## config.mk

```make
export PLATFORM = sky130hd
export DESIGN_NAME = drvref_bank
export DESIGN_NICKNAME = d
export VERILOG_FILES = /design/src/shared/drvref_pkg.sv /design/src/shared/drvref_word_if.sv /design/src/hdl/drvref_pair.sv /design/src/hdl/drvref_drive.sv /design/src/hdl/drvref_bank.sv
export VERILOG_INCLUDE_DIRS = /design/src /design/src/shared
export SDC_FILE = /design/constraint.sdc
export NUM_CORES = 1
export LEC_CHECK = 0
export ABC_AREA = 1
export BUFFER_PORTS_ARGS = -buffer_cell sky130_fd_sc_hd__buf_2
export CAP_MARGIN = 10
export CORE_MARGIN = 2
export CORE_UTILIZATION = 65
export DETAILED_ROUTE_END_ITERATION = 12
export PLACE_DENSITY = 0.91
export SYNTH_ARGS = -nofsm -noshare
export SYNTH_HDL_FRONTEND = slang
export SYNTH_SLANG_ARGS = --single-unit
```

## constraint.sdc

```tcl
create_clock -name ref_clk -period 6.9 [get_ports ref_clk]
set_clock_uncertainty 0.15 [all_clocks]
set_input_delay 1.38 -clock ref_clk [delete_from_list [all_inputs] [get_ports ref_clk]]
set_output_delay 1.38 -clock ref_clk [all_outputs]
set_load 0.01 [all_outputs]
```

## src/shared/drvref_map.svh

```systemverilog
`ifndef DRVREF_MAP_SVH
`define DRVREF_MAP_SVH

// ----------------------------------------------------------------
// Register offsets (word index within the reference area)
// ----------------------------------------------------------------
`define DRVREF_BANK_UPPER   12'h000
`define DRVREF_RUN_OFS      4'h1
`define DRVREF_SPEED_OFS    4'h2
`define DRVREF_TARGET_OFS   4'h6
`define DRVREF_AOUT1_OFS    4'h7
`define DRVREF_AOUT2_OFS    4'h8
`define DRVREF_CONTACT_OFS  4'h9
`define DRVREF_SELECT_OFS   4'hf

// ----------------------------------------------------------------
// Writable bit masks and reset value
// ----------------------------------------------------------------
`define DRVREF_FULL_MASK    16'hffff
`define DRVREF_CONTACT_MASK 16'h00df
`define DRVREF_SELECT_MASK  16'hf002
`define DRVREF_NONE_MASK    16'h0000
`define DRVREF_RESET_VALUE  16'h0000

// ----------------------------------------------------------------
// Field positions
// ----------------------------------------------------------------
`define DRVREF_FWD_BIT      0
`define DRVREF_REV_BIT      1
`define DRVREF_EXTF_BIT     2
`define DRVREF_FRST_BIT     3
`define DRVREF_NETREF_BIT   4
`define DRVREF_NETRUN_BIT   5
`define DRVREF_INCMD_LO     6
`define DRVREF_INCMD_HI     15
`define DRVREF_RELAY_BIT    0
`define DRVREF_PHC_LO       1
`define DRVREF_PHC_HI       4
`define DRVREF_FOVR_BIT     6
`define DRVREF_FON_BIT      7
`define DRVREF_TGT_EN_BIT   1
`define DRVREF_BCAST_LO     12
`define DRVREF_BCAST_HI     15

// ----------------------------------------------------------------
// Analog output setting limits (+1540 and -1540)
// ----------------------------------------------------------------
`define DRVREF_AOUT_MAX     16'h0604
`define DRVREF_AOUT_MIN     16'hf9fc

`endif

```

## src/shared/drvref_pkg.sv

```systemverilog
`default_nettype none
package drvref_pkg;

    typedef logic [15:0] drvref_word_t;

    typedef enum logic [1:0] {
        DRVREF_HIGH = 2'b01,
        DRVREF_LOW  = 2'b10
    } drvref_phase_t;

    typedef struct packed {
        drvref_phase_t phase;
        logic          writing;
        drvref_word_t  addr;
        logic [7:0]    high;
        logic          rd_valid;
        logic [7:0]    rd_data;
    } drvref_pair_t;

    typedef struct packed {
        logic [15:0][15:0] regs;
    } drvref_bank_t;

    typedef struct packed {
        logic         forward_run;
        logic         reverse_run;
        logic         external_fault_input;
        logic         fault_reset;
        logic         network_reference_select;
        logic         network_run_select;
        logic [9:0]   input_command;
        drvref_word_t speed_setpoint;
        drvref_word_t loop_target;
        logic         loop_target_enable;
        drvref_word_t analog_out_one;
        drvref_word_t analog_out_two;
        logic         relay_contact_terminal;
        logic [3:0]   photocoupler_output;
        logic         fault_contact_terminal;
        logic [3:0]   broadcast_input_enable;
    } drvref_out_t;

endpackage
`default_nettype wire

```

## src/shared/drvref_word_if.sv

```systemverilog
`timescale 1ns/1ps
`default_nettype none
interface drvref_word_if;
    logic        wr_valid;
    logic [15:0] addr;
    logic [15:0] wr_data;
    logic [15:0] rd_word;

    modport pair  (output wr_valid, addr, wr_data, input rd_word);
    modport watch (input wr_valid, addr, wr_data);
endinterface
`default_nettype wire

```

## src/hdl/drvref_pair.sv

```systemverilog
`timescale 1ns/1ps
`default_nettype none
`include "drvref_map.svh"
module drvref_pair (
    input  wire logic         ref_clk,
    input  wire logic         nrst,
    input  wire logic         access_start,
    input  wire logic         access_write,
    input  wire logic [15:0]  access_addr,
    input  wire logic         byte_valid,
    input  wire logic [7:0]   byte_data,
    input  wire logic         byte_req,
    output logic              rd_valid,
    output logic [7:0]        rd_data,
    drvref_word_if.pair       w
);
    import drvref_pkg::*;

    drvref_pair_t s;
    drvref_pair_t next_s;

    // ------------------------------------------------------------
    // Byte pairing: high byte first, address ascending
    // ------------------------------------------------------------
    always_comb
    begin
        next_s = s;
        next_s.rd_valid = 1'b0;
        if (access_start)
        begin
            next_s.addr    = access_addr;
            next_s.writing = access_write;
            next_s.phase   = DRVREF_HIGH;
        end
        else if (byte_valid && s.writing)
        begin
            if (s.phase == DRVREF_HIGH)
            begin
                next_s.high  = byte_data;                    // [RQ16]
                next_s.phase = DRVREF_LOW;
            end
            else
            begin
                next_s.phase = DRVREF_HIGH;
                next_s.addr  = s.addr + 16'h0001;            // [RQ16]
            end
        end
        else if (byte_req && !s.writing)
        begin
            next_s.rd_valid = 1'b1;
            if (s.phase == DRVREF_HIGH)
            begin
                next_s.rd_data = w.rd_word[15:8];            // [RQ16]
                next_s.phase   = DRVREF_LOW;
            end
            else
            begin
                next_s.rd_data = w.rd_word[7:0];
                next_s.phase   = DRVREF_HIGH;
                next_s.addr    = s.addr + 16'h0001;
            end
        end
    end

    always_ff @(posedge ref_clk or negedge nrst)
    begin
        if (!nrst)
        begin
            s <= '{phase: DRVREF_HIGH, writing: 1'b0, addr: 16'h0000,
                   high: 8'h00, rd_valid: 1'b0, rd_data: 8'h00};
        end
        else
        begin
            s <= next_s;
        end
    end

    assign w.wr_valid = byte_valid && s.writing && !access_start
                        && (s.phase == DRVREF_LOW);
    assign w.addr     = s.addr;
    assign w.wr_data  = {s.high, byte_data};
    assign rd_valid   = s.rd_valid;
    assign rd_data    = s.rd_data;
endmodule
`default_nettype wire

```

## src/hdl/drvref_drive.sv

```systemverilog
`timescale 1ns/1ps
`default_nettype none
`include "drvref_map.svh"
module drvref_drive (
    input  wire logic         ref_clk,
    input  wire logic         nrst,
    input  wire logic [15:0]  run_word,
    input  wire logic [15:0]  speed_word,
    input  wire logic [15:0]  target_word,
    input  wire logic [15:0]  aout1_word,
    input  wire logic [15:0]  aout2_word,
    input  wire logic [15:0]  contact_word,
    input  wire logic [15:0]  select_word,
    input  wire logic         drive_fault_state,
    drvref_word_if.watch      w,
    output drvref_pkg::drvref_out_t q
);
    import drvref_pkg::*;

    drvref_out_t next_q;

    function automatic drvref_word_t clamp(input drvref_word_t v);
        if ($signed(v) > $signed(`DRVREF_AOUT_MAX))
            return `DRVREF_AOUT_MAX;
        else if ($signed(v) < $signed(`DRVREF_AOUT_MIN))
            return `DRVREF_AOUT_MIN;
        else
            return v;
    endfunction

    // ------------------------------------------------------------
    // Drive side decode of the stored words
    // ------------------------------------------------------------
    always_comb
    begin
        next_q = q;
        next_q.forward_run  = run_word[`DRVREF_FWD_BIT];            // [RQ2]
        next_q.reverse_run  = run_word[`DRVREF_REV_BIT];            // [RQ3]
        next_q.external_fault_input = run_word[`DRVREF_EXTF_BIT];   // [RQ4]
        // Reset is a command: one pulse per write carrying the bit
        next_q.fault_reset  = w.wr_valid
            && w.addr == {`DRVREF_BANK_UPPER, `DRVREF_RUN_OFS}
            && w.wr_data[`DRVREF_FRST_BIT];                         // [RQ5]
        next_q.network_reference_select = run_word[`DRVREF_NETREF_BIT];
        next_q.network_run_select = run_word[`DRVREF_NETRUN_BIT];
        next_q.input_command =
            run_word[`DRVREF_INCMD_HI:`DRVREF_INCMD_LO];            // [RQ6]
        next_q.speed_setpoint = speed_word;                         // [RQ7]
        next_q.loop_target    = target_word;
        next_q.loop_target_enable = select_word[`DRVREF_TGT_EN_BIT]; // [RQ12]
        next_q.analog_out_one = clamp(aout1_word);                  // [RQ8]
        next_q.analog_out_two = clamp(aout2_word);                  // [RQ8]
        next_q.relay_contact_terminal = contact_word[`DRVREF_RELAY_BIT]; // [RQ9]
        next_q.photocoupler_output =
            contact_word[`DRVREF_PHC_HI:`DRVREF_PHC_LO];            // [RQ10]
        next_q.fault_contact_terminal = contact_word[`DRVREF_FOVR_BIT]
            ? contact_word[`DRVREF_FON_BIT] : drive_fault_state;    // [RQ11]
        next_q.broadcast_input_enable =
            select_word[`DRVREF_BCAST_HI:`DRVREF_BCAST_LO];         // [RQ13]
    end

    always_ff @(posedge ref_clk or negedge nrst)
    begin
        if (!nrst)
        begin
            q <= '0;
        end
        else
        begin
            q <= next_q;
        end
    end
endmodule
`default_nettype wire

```

## src/hdl/drvref_bank.sv

```systemverilog
// What this block does
// (RQ1) Every reference word is readable and writable; here reserved words and unused bits drop writes and read zero
// (RQ2) Run word bit 0 requests forward run
// (RQ3) Run word bit 1 requests reverse run
// (RQ4) Run word bit 2 raises external fault
// (RQ5) Writing run bit 3 issues fault reset
// (RQ6) Run bits 6-15 are input commands 3-12
// (RQ7) Word 2 holds the speed setpoint
// (RQ8) Words 7, 8 are analog settings +-1540
// (RQ9) Contact bit 0 drives the relay contact
// (RQ10) Contact bits 1-4 drive photocouplers 1-4
// (RQ11) Contact bit 6 lets bit 7 drive fault
// (RQ12) Select bit 1 enables the loop target
// (RQ13) Select bits 12-15 enable broadcast inputs 5-8
// (RQ14) Master writes zero into unused bits
// (RQ15) Master never writes reserved addresses
// (RQ16) Words travel high byte first, ascending
// (RQ17) Each word holds until written again
`timescale 1ns/1ps
`default_nettype none
`include "drvref_map.svh"
module drvref_bank (
    input  wire logic         ref_clk,
    input  wire logic         nrst,
    input  wire logic         access_start,
    input  wire logic         access_write,
    input  wire logic [15:0]  access_addr,
    input  wire logic         byte_valid,
    input  wire logic [7:0]   byte_data,
    input  wire logic         byte_req,
    input  wire logic         drive_fault_state,
    output logic              rd_valid,
    output logic [7:0]        rd_data,
    output logic              forward_run,
    output logic              reverse_run,
    output logic              external_fault_input,
    output logic              fault_reset,
    output logic              network_reference_select,
    output logic              network_run_select,
    output logic [9:0]        input_command,
    output logic [15:0]       speed_setpoint,
    output logic [15:0]       loop_target,
    output logic              loop_target_enable,
    output logic [15:0]       analog_out_one,
    output logic [15:0]       analog_out_two,
    output logic              relay_contact_terminal,
    output logic              photocoupler_output_1,
    output logic              photocoupler_output_2,
    output logic              photocoupler_output_3,
    output logic              photocoupler_output_4,
    output logic              fault_contact_terminal,
    output logic [3:0]        broadcast_input_enable
);
    import drvref_pkg::*;

    drvref_word_if w ();

    drvref_bank_t s;
    drvref_bank_t next_s;
    drvref_out_t  q;

    logic [15:0][15:0] wmask;
    logic              in_bank;
    logic [3:0]        idx;

    // ------------------------------------------------------------
    // Writable bits per word; reserved words keep nothing
    // ------------------------------------------------------------
    function automatic drvref_word_t mask_of(input logic [3:0] i);
        unique case (i)
            `DRVREF_RUN_OFS,
            `DRVREF_SPEED_OFS,
            `DRVREF_TARGET_OFS,
            `DRVREF_AOUT1_OFS,
            `DRVREF_AOUT2_OFS:   return `DRVREF_FULL_MASK;
            `DRVREF_CONTACT_OFS: return `DRVREF_CONTACT_MASK;
            `DRVREF_SELECT_OFS:  return `DRVREF_SELECT_MASK;
            default:             return `DRVREF_NONE_MASK;
        endcase
    endfunction

    for (genvar i = 0; i < 16; i++)
    begin : g_mask
        assign wmask[i] = mask_of(4'(i));
    end

    // ------------------------------------------------------------
    // Byte stream to word access
    // ------------------------------------------------------------
    drvref_pair u_pair (
        .ref_clk      (ref_clk),
        .nrst         (nrst),
        .access_start (access_start),
        .access_write (access_write),
        .access_addr  (access_addr),
        .byte_valid   (byte_valid),
        .byte_data    (byte_data),
        .byte_req     (byte_req),
        .rd_valid     (rd_valid),
        .rd_data      (rd_data),
        .w            (w.pair)
    );

    assign in_bank = (w.addr[15:4] == `DRVREF_BANK_UPPER);
    assign idx     = w.addr[3:0];

    // ------------------------------------------------------------
    // Storage: unused bits and reserved words stay zero
    // ------------------------------------------------------------
    always_comb
    begin
        next_s = s;
        if (w.wr_valid && in_bank)
        begin
            next_s.regs[idx] = w.wr_data & wmask[idx];       // [RQ1] [RQ14]
        end
    end

    always_ff @(posedge ref_clk or negedge nrst)
    begin
        if (!nrst)
        begin
            s <= '{regs: {16{`DRVREF_RESET_VALUE}}};
        end
        else
        begin
            s <= next_s;                                     // [RQ17]
        end
    end

    // Reads outside the bank return zero
    assign w.rd_word = in_bank ? s.regs[idx] : 16'h0000;     // [RQ1] [RQ15]

    // ------------------------------------------------------------
    // Registered drive outputs
    // ------------------------------------------------------------
    drvref_drive u_drive (
        .ref_clk           (ref_clk),
        .nrst              (nrst),
        .run_word          (s.regs[`DRVREF_RUN_OFS]),
        .speed_word        (s.regs[`DRVREF_SPEED_OFS]),
        .target_word       (s.regs[`DRVREF_TARGET_OFS]),
        .aout1_word        (s.regs[`DRVREF_AOUT1_OFS]),
        .aout2_word        (s.regs[`DRVREF_AOUT2_OFS]),
        .contact_word      (s.regs[`DRVREF_CONTACT_OFS]),
        .select_word       (s.regs[`DRVREF_SELECT_OFS]),
        .drive_fault_state (drive_fault_state),
        .w                 (w.watch),
        .q                 (q)
    );

    assign forward_run              = q.forward_run;
    assign reverse_run              = q.reverse_run;
    assign external_fault_input     = q.external_fault_input;
    assign fault_reset              = q.fault_reset;
    assign network_reference_select = q.network_reference_select;
    assign network_run_select       = q.network_run_select;
    assign input_command            = q.input_command;
    assign speed_setpoint           = q.speed_setpoint;
    assign loop_target              = q.loop_target;
    assign loop_target_enable       = q.loop_target_enable;
    assign analog_out_one           = q.analog_out_one;
    assign analog_out_two           = q.analog_out_two;
    assign relay_contact_terminal   = q.relay_contact_terminal;
    assign photocoupler_output_1    = q.photocoupler_output[0];
    assign photocoupler_output_2    = q.photocoupler_output[1];
    assign photocoupler_output_3    = q.photocoupler_output[2];
    assign photocoupler_output_4    = q.photocoupler_output[3];
    assign fault_contact_terminal   = q.fault_contact_terminal;
    assign broadcast_input_enable   = q.broadcast_input_enable;
endmodule
`default_nettype wire

```

### After elaboration in Yosys (flattened, before gate mapping)

Memory sizes are Yosys's and may differ from the RTL's.
Cells that the tools add are included.

| word-level totals | value |
|---|---|
| bits in registers | 383 |
| memory bits (read-only) | 256 |
| bits of input ports | 31 |
| output and inout bits | 100 |
| logic and storage cells | 90 |
| memories kept | 1 |

Memories:

| name | words | bits a word | rd ports | clocked after Yosys merged registers in | write ports | line | RTL |
|---|---|---|---|---|---|---|---|
| (name not given) | 16 | 16 | 1 | 0 | 0 | drvref_bank.sv:115 | `next_s.regs[idx] = w.wr_data & wmask[idx];` |

| operators by class | value |
|---|---|
| add/subtract/negate cells | 1 |
| magnitude comparators | 6 |
| equality and inequality tests | 3 |
| mux-type cells | 24 |
| bitwise gates (word level) | 3 |
| reduce and logical (&&, ||, !) cells | 14 |

Operators with widths:

| cell | number |
|---|---|
| 256-bit bitwise mux | 1 |
| 16-bit two-way mux | 12 |
| 16-bit binary-select mux with 4-bit select | 1 |
| 16-bit demux with 4-bit select | 1 |
| 16-bit by 12-bit > comparator with 1-bit output (second input constant) | 2 |
| 16-bit by 12-bit < comparator with 1-bit output (second input constant) | 2 |
| 9-bit two-way mux | 3 |
| 16-bit by 1-bit adder with 16-bit output (second input constant) | 1 |
| 16-bit bitwise AND | 1 |
| 16-bit by 1-bit == test with 1-bit output (second input constant) | 1 |
| 12-bit logical NOT | 1 |
| 1-bit logical AND | 8 |
| 2-bit two-way mux | 4 |
| 8-bit two-way mux | 1 |
| 3-bit AND reduction | 2 |
| 4-bit by 5-bit < comparator with 1-bit output (second input constant) | 1 |
| 4-bit by 1-bit greater-or-equal comparator with 1-bit output (second input constant) | 1 |
| 3-bit nonzero test | 1 |
| 2-bit by 1-bit == test with 1-bit output (second input constant) | 1 |
| 2-bit == test (second input constant) | 1 |
| 1-bit logical NOT | 2 |
| 1-bit NOT | 2 |
| 1-bit two-way mux | 1 |

### Logic depth before layout (Yosys ltp)

Gate-level depths: netlist of run 1.

| logic depth | value |
|---|---|
| word-level depth | 7 |
| depth in mapped cells | 11 |
| depth with buffers taken out | 10 |

### By module

From an unflattened synthesis of run 1, not the netlist that was laid out.

| unflattened totals | value |
|---|---|
| cells, all modules | 2426 |
| area, all modules | 18612.9 µm² |

Modules (own cells, without submodules):

| module | instances | cells an instance | area each (µm²) | seq. area each (µm²) |
|---|---|---|---|---|
| drvref_bank | 1 | 1916 | 13274.0 | 6406.1 |
| drvref_drive | 1 | 214 | 2972.9 | 2277.2 |
| drvref_pair | 1 | 296 | 2366.0 | 902.1 |

### Worst setup path before layout of run 1

Ideal clock, no wire load.

| path | value |
|---|---|
| path kind | input to register |
| start point | in access_start |
| end point | reg s[118] (netlist bit) |
| library setup time | 0.117 ns |
| data arrival time | 2.588 ns |
| required time | 6.633 ns |
| slack | 4.045 ns |
| cell stages on the path | 11 |
| path buffers | 4 |
| cell sequence | buf_2 inv_2 nand3_1 nor2_1 and3_1 buf_4 buf_6 nand2_2 buf_2 nand2_1 nand2_1 |

| on the way | value |
|---|---|
| longest elaborated chain between the ends | 4 |

RTL lines:

| item | line | RTL |
|---|---|---|
| from (decl) | drvref_bank.sv:25 | `input wire logic access_start,` |
| 1-bit logical NOT | drvref_pair.sv:78 | `assign w.wr_valid = byte_valid && s.writing && !access_start` |
| 1-bit logical AND | drvref_pair.sv:78 |  |
| 1-bit logical AND | drvref_pair.sv:79 | `&& (s.phase == DRVREF_LOW);` |
| 1-bit logical AND | drvref_bank.sv:113 | `if (w.wr_valid && in_bank)` |
| to (signal assigned) | drvref_bank.sv:123 | `` s <= '{regs: {16{`DRVREF_RESET_VALUE}}}; `` |
| to (signal assigned) | drvref_bank.sv:127 | `s <= next_s;` |
| to (decl) | drvref_bank.sv:58 | `drvref_bank_t s;` |

No other way between the ends.
A chain may end at the register's enable or synchronous reset.

### Worst setup path in the final report of run 1

| path | value |
|---|---|
| start point | reg u_pair.s, in the netlist u_pair.w.addr[0] |
| end point | reg s[117] (netlist bit) |

| on the way | value |
|---|---|
| longest elaborated chain between the ends | 5 |
| elaborated cells on any way between the ends | 9 |
| those cells by class | order compare: 2; mux: 4; bitwise: 1; reduce/logical: 1; memory: 1 |

RTL lines:

| item | line | RTL |
|---|---|---|
| from (decl) | drvref_pair.sv:19 | `drvref_pair_t s;` |
| from (signal assigned) | drvref_pair.sv:69 | `s <= '{phase: DRVREF_HIGH, writing: 1'b0, addr: 16'h0000,` |
| from (signal assigned) | drvref_pair.sv:74 | `s <= next_s;` |
| 4-bit by 5-bit < comparator with 1-bit output (implied by the code) / 4-bit by 1-bit greater-or-equal comparator with 1-bit output (equally long branches) | drvref_bank.sv:115 |  |
| 1-bit logical AND (implied by the code) | drvref_bank.sv:115 |  |
| 16-bit two-way mux (implied by the code) | drvref_bank.sv:115 |  |
| 16-bit demux with 4-bit select | drvref_bank.sv:115 |  |
| 256-bit bitwise mux * | drvref_bank.sv:115 |  |

Every way passes the cells marked *; elsewhere a longest branch is shown, timed or not. The select of a mux whose other input is x is not followed.

==> Implementation_results.wiki, run 1 <==
{| class="wikitable"
! Metric !! Value
|-
| Detail Route Antenna Nets || 0
|-
| Max-slew violation count || 0
|-
| Share of synthesized flip-flops with an asynchronous set or reset || 1.00
|-
| Remaining design rule violation count || 0
|-
| Number of search-and-repair iterations in the first detailed-routing pass || 6
|-
| Total wirelength of the detailed-routed design || 49800 um
|-
| TritonCTS clock tree || built
|-
| GPL Wtd Cong || 0.938
|-
| Summed area of non-filler cells in the final layout || 19700 um^2
|-
| Width of the chip || 169 um
|-
| Final critical path time including I/O delays and setup || 4210 ps
|-
| Most numerous cell on the critical path || nand2_1
|-
| Total half-perimeter wirelength after legalization and detailed placement || 30200 um
|-
| Result of the run || complete, no violations
|-
| Fraction of met2 tracks used by global routing || 0.537
|-
| Antenna violations before repair || 0
|-
| Post-synthesis cell type count || 35
|-
| GRT Util Overall || 0.354
|-
| Cell breakdown of the critical path || buf_4 -> ha_1 -> inv_1 -> nor2_1 -> nand2_2 -> nand2_1 -> nand2_1
|-
| Gr ovfl total || 0
|-
| Number of levels the H-tree was split into || 2
|-
| Worst-case headroom to the max-slew limit || 0.152
|-
| Initial DRC count || 2493
|-
| Number of buffers added for setup after CTS || 0
|-
| Via-per-instance ratio || 6.00
|-
| Data required time at the worst endpoint || 7150 ps
|-
| Achievable frequency || 238 MHz
|-
| Static leakage || 0.0111 uW
|-
| Setup TNS || 0 ps
|-
| Met1 usage in global routing || 0.469
|-
| Deepest clock path buffer count || 3
|-
| Post-synthesis instance total || 2303
|-
| Setup slack after layout || 2690 ps
|-
| Yosys warning total || 0
|-
| Clk Latency, worst-skew pair || 540 ps
|-
| Number of gates resized after CTS || 0
|-
| Commonest non-fill, non-tap cell in the layout || nand2_1
|-
| Row count || 60
|-
| Number of vias after detailed routing || 16300
|-
| I/O pin total || 131
|-
| Transition time at the pin with the least slew margin || 1270 ps
|-
| Root Buffer || clkbuf_16
|-
| Mean routed wirelength per cell || 18.3 um
|-
| Synthesized area || 17700 um^2
|-
| Peak-usage layer in the global routing report || met2
|-
| CTS Buf Count || 38
|-
| Final hold violation count || 0
|-
| Class of the tightest hold or removal check || reg -> reg
|-
| Number of enable flip-flop cells after synthesis || 0
|-
| Core Footprint || 26900 um^2
|-
| Maxcap violations || 0
|-
| Flops & latches, synth || 383
|-
| Antenna diode count || 0
|-
| Sink Count || 383
|-
| Setup WS pre-CTS || 2850 ps
|-
| Share of synthesized area occupied by flip-flops and latches || 0.540
|-
| Endpoint arrival time on the critical path || 4460 ps
|-
| Worst path slowest cell || nor2_1
|-
| Final period utilization || 0.610
|-
| Wire length of the first global-routing pass || 80100 um
|-
| Dominant register cell in the synthesized netlist || dfrtp_1
|-
| Total power density per cell area || 301 nW/um^2
|-
| Most frequent cells in the layout || 874 x nand2_1, 380 x dfrtp_1, 330 x nand3_1
|-
| Largest net degree at the start of global routing || 134
|-
| Global Route met3 Usage || 0.0889
|-
| Fraction of layout instances using a drive strength above 1 || 0.123
|-
| Initial cell density of the core || 0.660
|-
| Final net count || 2391
|-
| Path type of the worst setup path || reg -> reg
|-
| PortBufs || 130
|-
| Final setup fails || 0
|-
| Crit path largest cell delay || 1020 ps
|-
| Sort of element at the start of the critical path || register
|-
| Number of global-route vias before repair || 15500
|-
| RSZ-0062 raised after global routing || no
|-
| Share of the core filled with cells in the final layout || 0.734
|-
| Max IR drop VDD || 0.000259 V
|-
| Critical Path End Type || register
|-
| Cell Area, Placed || 18400 um^2
|-
| Die Outline Area || 28600 um^2
|-
| Clock edge transition at the registers on the reported setup and hold paths || 60 ps
|-
| Layout-stage area growth over the synthesis result || 11.1%
|-
| CP max FO || 92
|-
| Die outline height || 169 um
|-
| Cts hold-fix bufs || 0
|-
| Total nets after synthesis || 2340
|-
| Mean instance size in the synthesized netlist || 7.71 um^2
|}
[cell type report]
type | instances | area (um^2)
clock buffers | 52 | 1130
clock inverters | 16 | 191
fillers | 1918 | 7160
inverters | 214 | 805
multi-input cells | 1568 | 6740
flip-flops and latches | 383 | 9590
well taps | 341 | 427
repair buffers | 149 | 845
[critical path: cells and delay by family, from the launching register on]
family,cells,cell delay [ps]
adder cells (fa/ha/maj),1,330
buffers and inverters,2,1060
flip-flops,1,820
AND/OR/NAND/NOR,4,1700
[routing by layer]
layer  share of wire  vias to the layer above  routed length (um)
met2            0.45                     1201               22300
met1            0.36                     7588               17900
li1                -                     7271                   -
met5               0                        -                   0
met4           0.062                        0                3070
met3            0.13                      275                6590
[where the power goes]
part | total (uW) | internal, uW | switching, uW
clock network | 2180 | 1300 | 881
logic | 1390 | 296 | 1090
registers | 2370 | 2300 | 74.8
[cells by family after synthesis]
family                     Yosys count  share of synthesized area
adders and majority gates            6                    0.00423
buffers and inverters              352                     0.0815
xor gates and xnor gates             1                   0.000494
DFF                                383                      0.540
and+or+nand+nor                   1418                      0.332
AOI/OAI and AO/OA                  143                     0.0422
[state kept, by name, indices dropped and copies added, names as in the netlist]
register,count
u_pair.s,3
u_pair.rd_valid,1
u_drive.q,91
s,256
u_pair.w.wr_data,8
u_pair.rd_data,8
u_pair.w.addr,16
[through the flow]
step / hold WS (ps) / total power [uW] / instances
finish: 260 / 5940 / 2723
floorplan: 219 / 3230 / 2303
global placement: 241 / 3670 / 2654
detailed placement: 242 / 3700 / 2654
CTS: 263 / 5850 / 2722
global route: 274 / 6110 / 2723
[synth_stat cells (12+ instances only)]
cell type | count | share of area
nor2_1 | 161 | 0.034
nand3_1 | 330 | 0.093
nand2_1 | 874 | 0.18
nor2_2 | 12 | 0.0042
o21ai_0 | 59 | 0.017
nand2_2 | 12 | 0.0042
a21oi_1 | 66 | 0.019
buf_2 | 61 | 0.017
clkbuf_1 | 56 | 0.012
dfrtp_1 | 382 | 0.54
inv_1 | 173 | 0.037
inv_2 | 38 | 0.0080
[path summary, 6_finish.rpt]
check	startpoint	endpoint	slack (ps)	depth (start not counted)
min reg2reg	s[111]$_DFFE_PN0P_	u_drive.q[58]$_DFF_PN0_	260	0
min in group asynchronous	nrst	u_drive.q[51]$_DFF_PN0_	780	1
max in group asynchronous	nrst	u_pair.w.addr[0]$_DFFE_PN0P_	4540	2
max	u_pair.w.addr[0]$_DFFE_PN0P_	s[117]$_DFFE_PN0P_	2690	7
min	s[111]$_DFFE_PN0P_	u_drive.q[58]$_DFF_PN0_	260	0
max reg2reg	u_pair.w.addr[0]$_DFFE_PN0P_	s[117]$_DFFE_PN0P_	2690	7
(Power assumes the default switching activity.)
==> run 2, diff against run 1 <==
--- a/config.mk
+++ b/config.mk
@@ -10,9 +10,9 @@
 export BUFFER_PORTS_ARGS = -buffer_cell sky130_fd_sc_hd__buf_2
 export CAP_MARGIN = 10
 export CORE_MARGIN = 2
-export CORE_UTILIZATION = 65
+export CORE_UTILIZATION = 60
 export DETAILED_ROUTE_END_ITERATION = 12
-export PLACE_DENSITY = 0.91
+export PLACE_DENSITY = 0.85
 export SYNTH_ARGS = -nofsm -noshare
 export SYNTH_HDL_FRONTEND = slang
 export SYNTH_SLANG_ARGS = --single-unit
==> constraint.sdc (replaced) <==
create_clock -name ref_clk -period 4 [get_ports ref_clk]
set_clock_uncertainty 0.15 [all_clocks]
set_input_delay 0.8 -clock ref_clk [delete_from_list [all_inputs] [get_ports ref_clk]]
set_output_delay 0.8 -clock ref_clk [all_outputs]
set_load 0.01 [all_outputs]
==> Implementation_results.wiki, run 2 (synthesis gave the netlist of run 1 again) <==
{| class="wikitable"
! Metric !! Value
|-
| Result of the run || complete, no violations
|-
| Layout-stage area growth over the synthesis result || 13.8%
|-
| Largest net degree at the start of global routing || 95
|-
| Crit path largest cell delay || 800 ps
|-
| Die outline height || 176 um
|-
| Number of search-and-repair iterations in the first detailed-routing pass || 6
|-
| Antenna diode count || 0
|-
| Wire length of the first global-routing pass || 81800 um
|-
| Static leakage || 0.0113 uW
|-
| Post-route non-filler standard cell count || 2805
|-
| Maxcap violations || 0
|-
| Number of buffers added for setup after CTS || 0
|-
| Commonest non-fill, non-tap cell in the layout || nand2_1
|-
| Share of the core filled with cells in the final layout || 0.698
|-
| Achievable frequency || 303 MHz
|-
| Most numerous cell on the critical path || nand2_1
|-
| Final net count || 2426
|-
| Path type of the worst setup path || reg -> reg
|-
| Remaining design rule violation count || 0
|-
| Met1 usage in global routing || 0.451
|-
| PortBufs || 130
|-
| Transition time at the pin with the least slew margin || 1060 ps
|-
| Max IR drop VDD || 0.000367 V
|-
| Largest Register || s
|-
| Initial DRC count || 2430
|-
| Endpoint arrival time on the critical path || 3550 ps
|-
| GPL Wtd Cong || 0.940
|-
| Final critical path time including I/O delays and setup || 3300 ps
|-
| Fraction of met2 tracks used by global routing || 0.521
|-
| Sink Count || 383
|-
| Number of global-route vias before repair || 15600
|-
| Width of the chip || 176 um
|-
| Kind of cell with the highest combined delay on the critical path || simple AND/OR/NAND/NOR gates
|-
| Mean routed wirelength per cell || 18.0 um
|-
| Root Buffer || clkbuf_16
|-
| Gr ovfl total || 0
|-
| Detail Route Antenna Nets || 0
|-
| Global Route met3 Usage || 0.0691
|-
| Clock edge transition at the registers on the reported setup and hold paths || 60 ps
|-
| Cell breakdown of the critical path || clkinv_2 -> buf_4 -> nand2_1 -> nand3_1 -> nand3_1 -> nand2_1 -> nor2_1 -> nand2_1 -> nand3_1 -> nand2_1
|-
| Cts hold-fix bufs || 0
|-
| I/O pin total || 131
|-
| Number of levels the H-tree was split into || 2
|-
| Die Outline Area || 31000 um^2
|-
| RSZ-0062 raised after global routing || no
|-
| Number of vias after detailed routing || 16200
|-
| GRT Util Overall || 0.334
|-
| TritonCTS clock tree || built
|-
| Deepest clock path buffer count || 3
|-
| Sort of element at the start of the critical path || register
|-
| Critical Path End Type || register
|-
| Reg-to-reg slack, setup || 700 ps
|-
| Total power density per cell area || 528 nW/um^2
|-
| Most frequent cells in the layout || 874 x nand2_1, 380 x dfrtp_1, 330 x nand3_1
|-
| Largest register FFs || 256
|-
| CP max FO || 55
|-
| Post-Place Cells || 2730
|-
| Initial cell density of the core || 0.613
|-
| Final hold violation count || 0
|-
| Clk Latency, worst-skew pair || 540 ps
|-
| Worst path slowest cell || dfrtp_4
|-
| Fraction of layout instances using a drive strength above 1 || 0.133
|-
| Total wirelength of the detailed-routed design || 50400 um
|-
| Data required time at the worst endpoint || 4250 ps
|-
| Final setup fails || 0
|-
| CTS Buf Count || 41
|-
| Number of gates resized after CTS || 0
|-
| Worst-case headroom to the max-slew limit || 0.293
|-
| Peak-usage layer in the global routing report || met2
|-
| Final period utilization || 0.824
|-
| Class of the tightest hold or removal check || in -> async
|-
| Antenna violations before repair || 0
|-
| Row count || 62
|-
| Max-slew violation count || 0
|-
| Total half-perimeter wirelength after legalization and detailed placement || 31700 um
|-
| Bufs and invs on worst path || 2
|-
| Via-per-instance ratio || 5.79
|-
| Core Footprint || 28900 um^2
|-
| Setup TNS || 0 ps
|}
==> run 2: through the flow <==
step | power, uW | setup WS, ps | cell area [um^2] | hold WS, ps
2_1_floorplan | 5570 | 1590 | 17700 | 219
3_3_place_gp | 6440 | 886 | 18700 | 239
3_5_place_dp | 6480 | 796 | 18700 | 244
4_1_cts | 10600 | 801 | 20200 | 169
5_1_grt | 11000 | 567 | 20200 | 186
6_report | 10700 | 703 | 20200 | 127
==> run 2: final cells by class <==
class	instances	area (um^2)
multi-input combinational	1568	6720
inverter	214	805
tap	384	480
clock buffer	59	1220
clock inverter	16	270
sequential	383	9590
timing repair buffer	181	1110
fill	2209	8740
==> run 2: path summary, 6_finish.rpt <==
kind	startpoint	to	cells past startpoint
min reg2reg	s[110]$_DFFE_PN0P_	u_drive.q[57]$_DFF_PN0_	0
max reg2reg	u_pair.w.addr[0]$_DFFE_PN0P_	u_pair.rd_data[1]$_DFFE_PN0P_	10
min	nrst	s[98]$_DFFE_PN0P_	1
max	u_pair.w.addr[0]$_DFFE_PN0P_	u_pair.rd_data[1]$_DFFE_PN0P_	10
min in group ref_clk	s[110]$_DFFE_PN0P_	u_drive.q[57]$_DFF_PN0_	0
max in group asynchronous	nrst	u_pair.rd_data[0]$_DFFE_PN0P_	2
==> run 2: power by group <==
part / total [uW] / switching [uW] / internal (uW)
sequential: 4110 / 153 / 3960
combinational: 2420 / 1850 / 573
clock: 4120 / 1550 / 2570
==> run 2: per-layer routing <==
metal	vias up	routed length, um
li1	7348	-
met1	7627	19000
met2	1063	23000
met3	198	5930
met4	0	2430
met5	-	0
==> run 2: worst register-to-register path: stages (launching register included) <==
cell	delay, ps
dfrtp_4	800
clkinv_2	550
buf_4	470
nand2_1	200
nand3_1	120
nand3_1	200
nand2_1	80
nor2_1	270
nand2_1	120
nand3_1	130
nand2_1	70
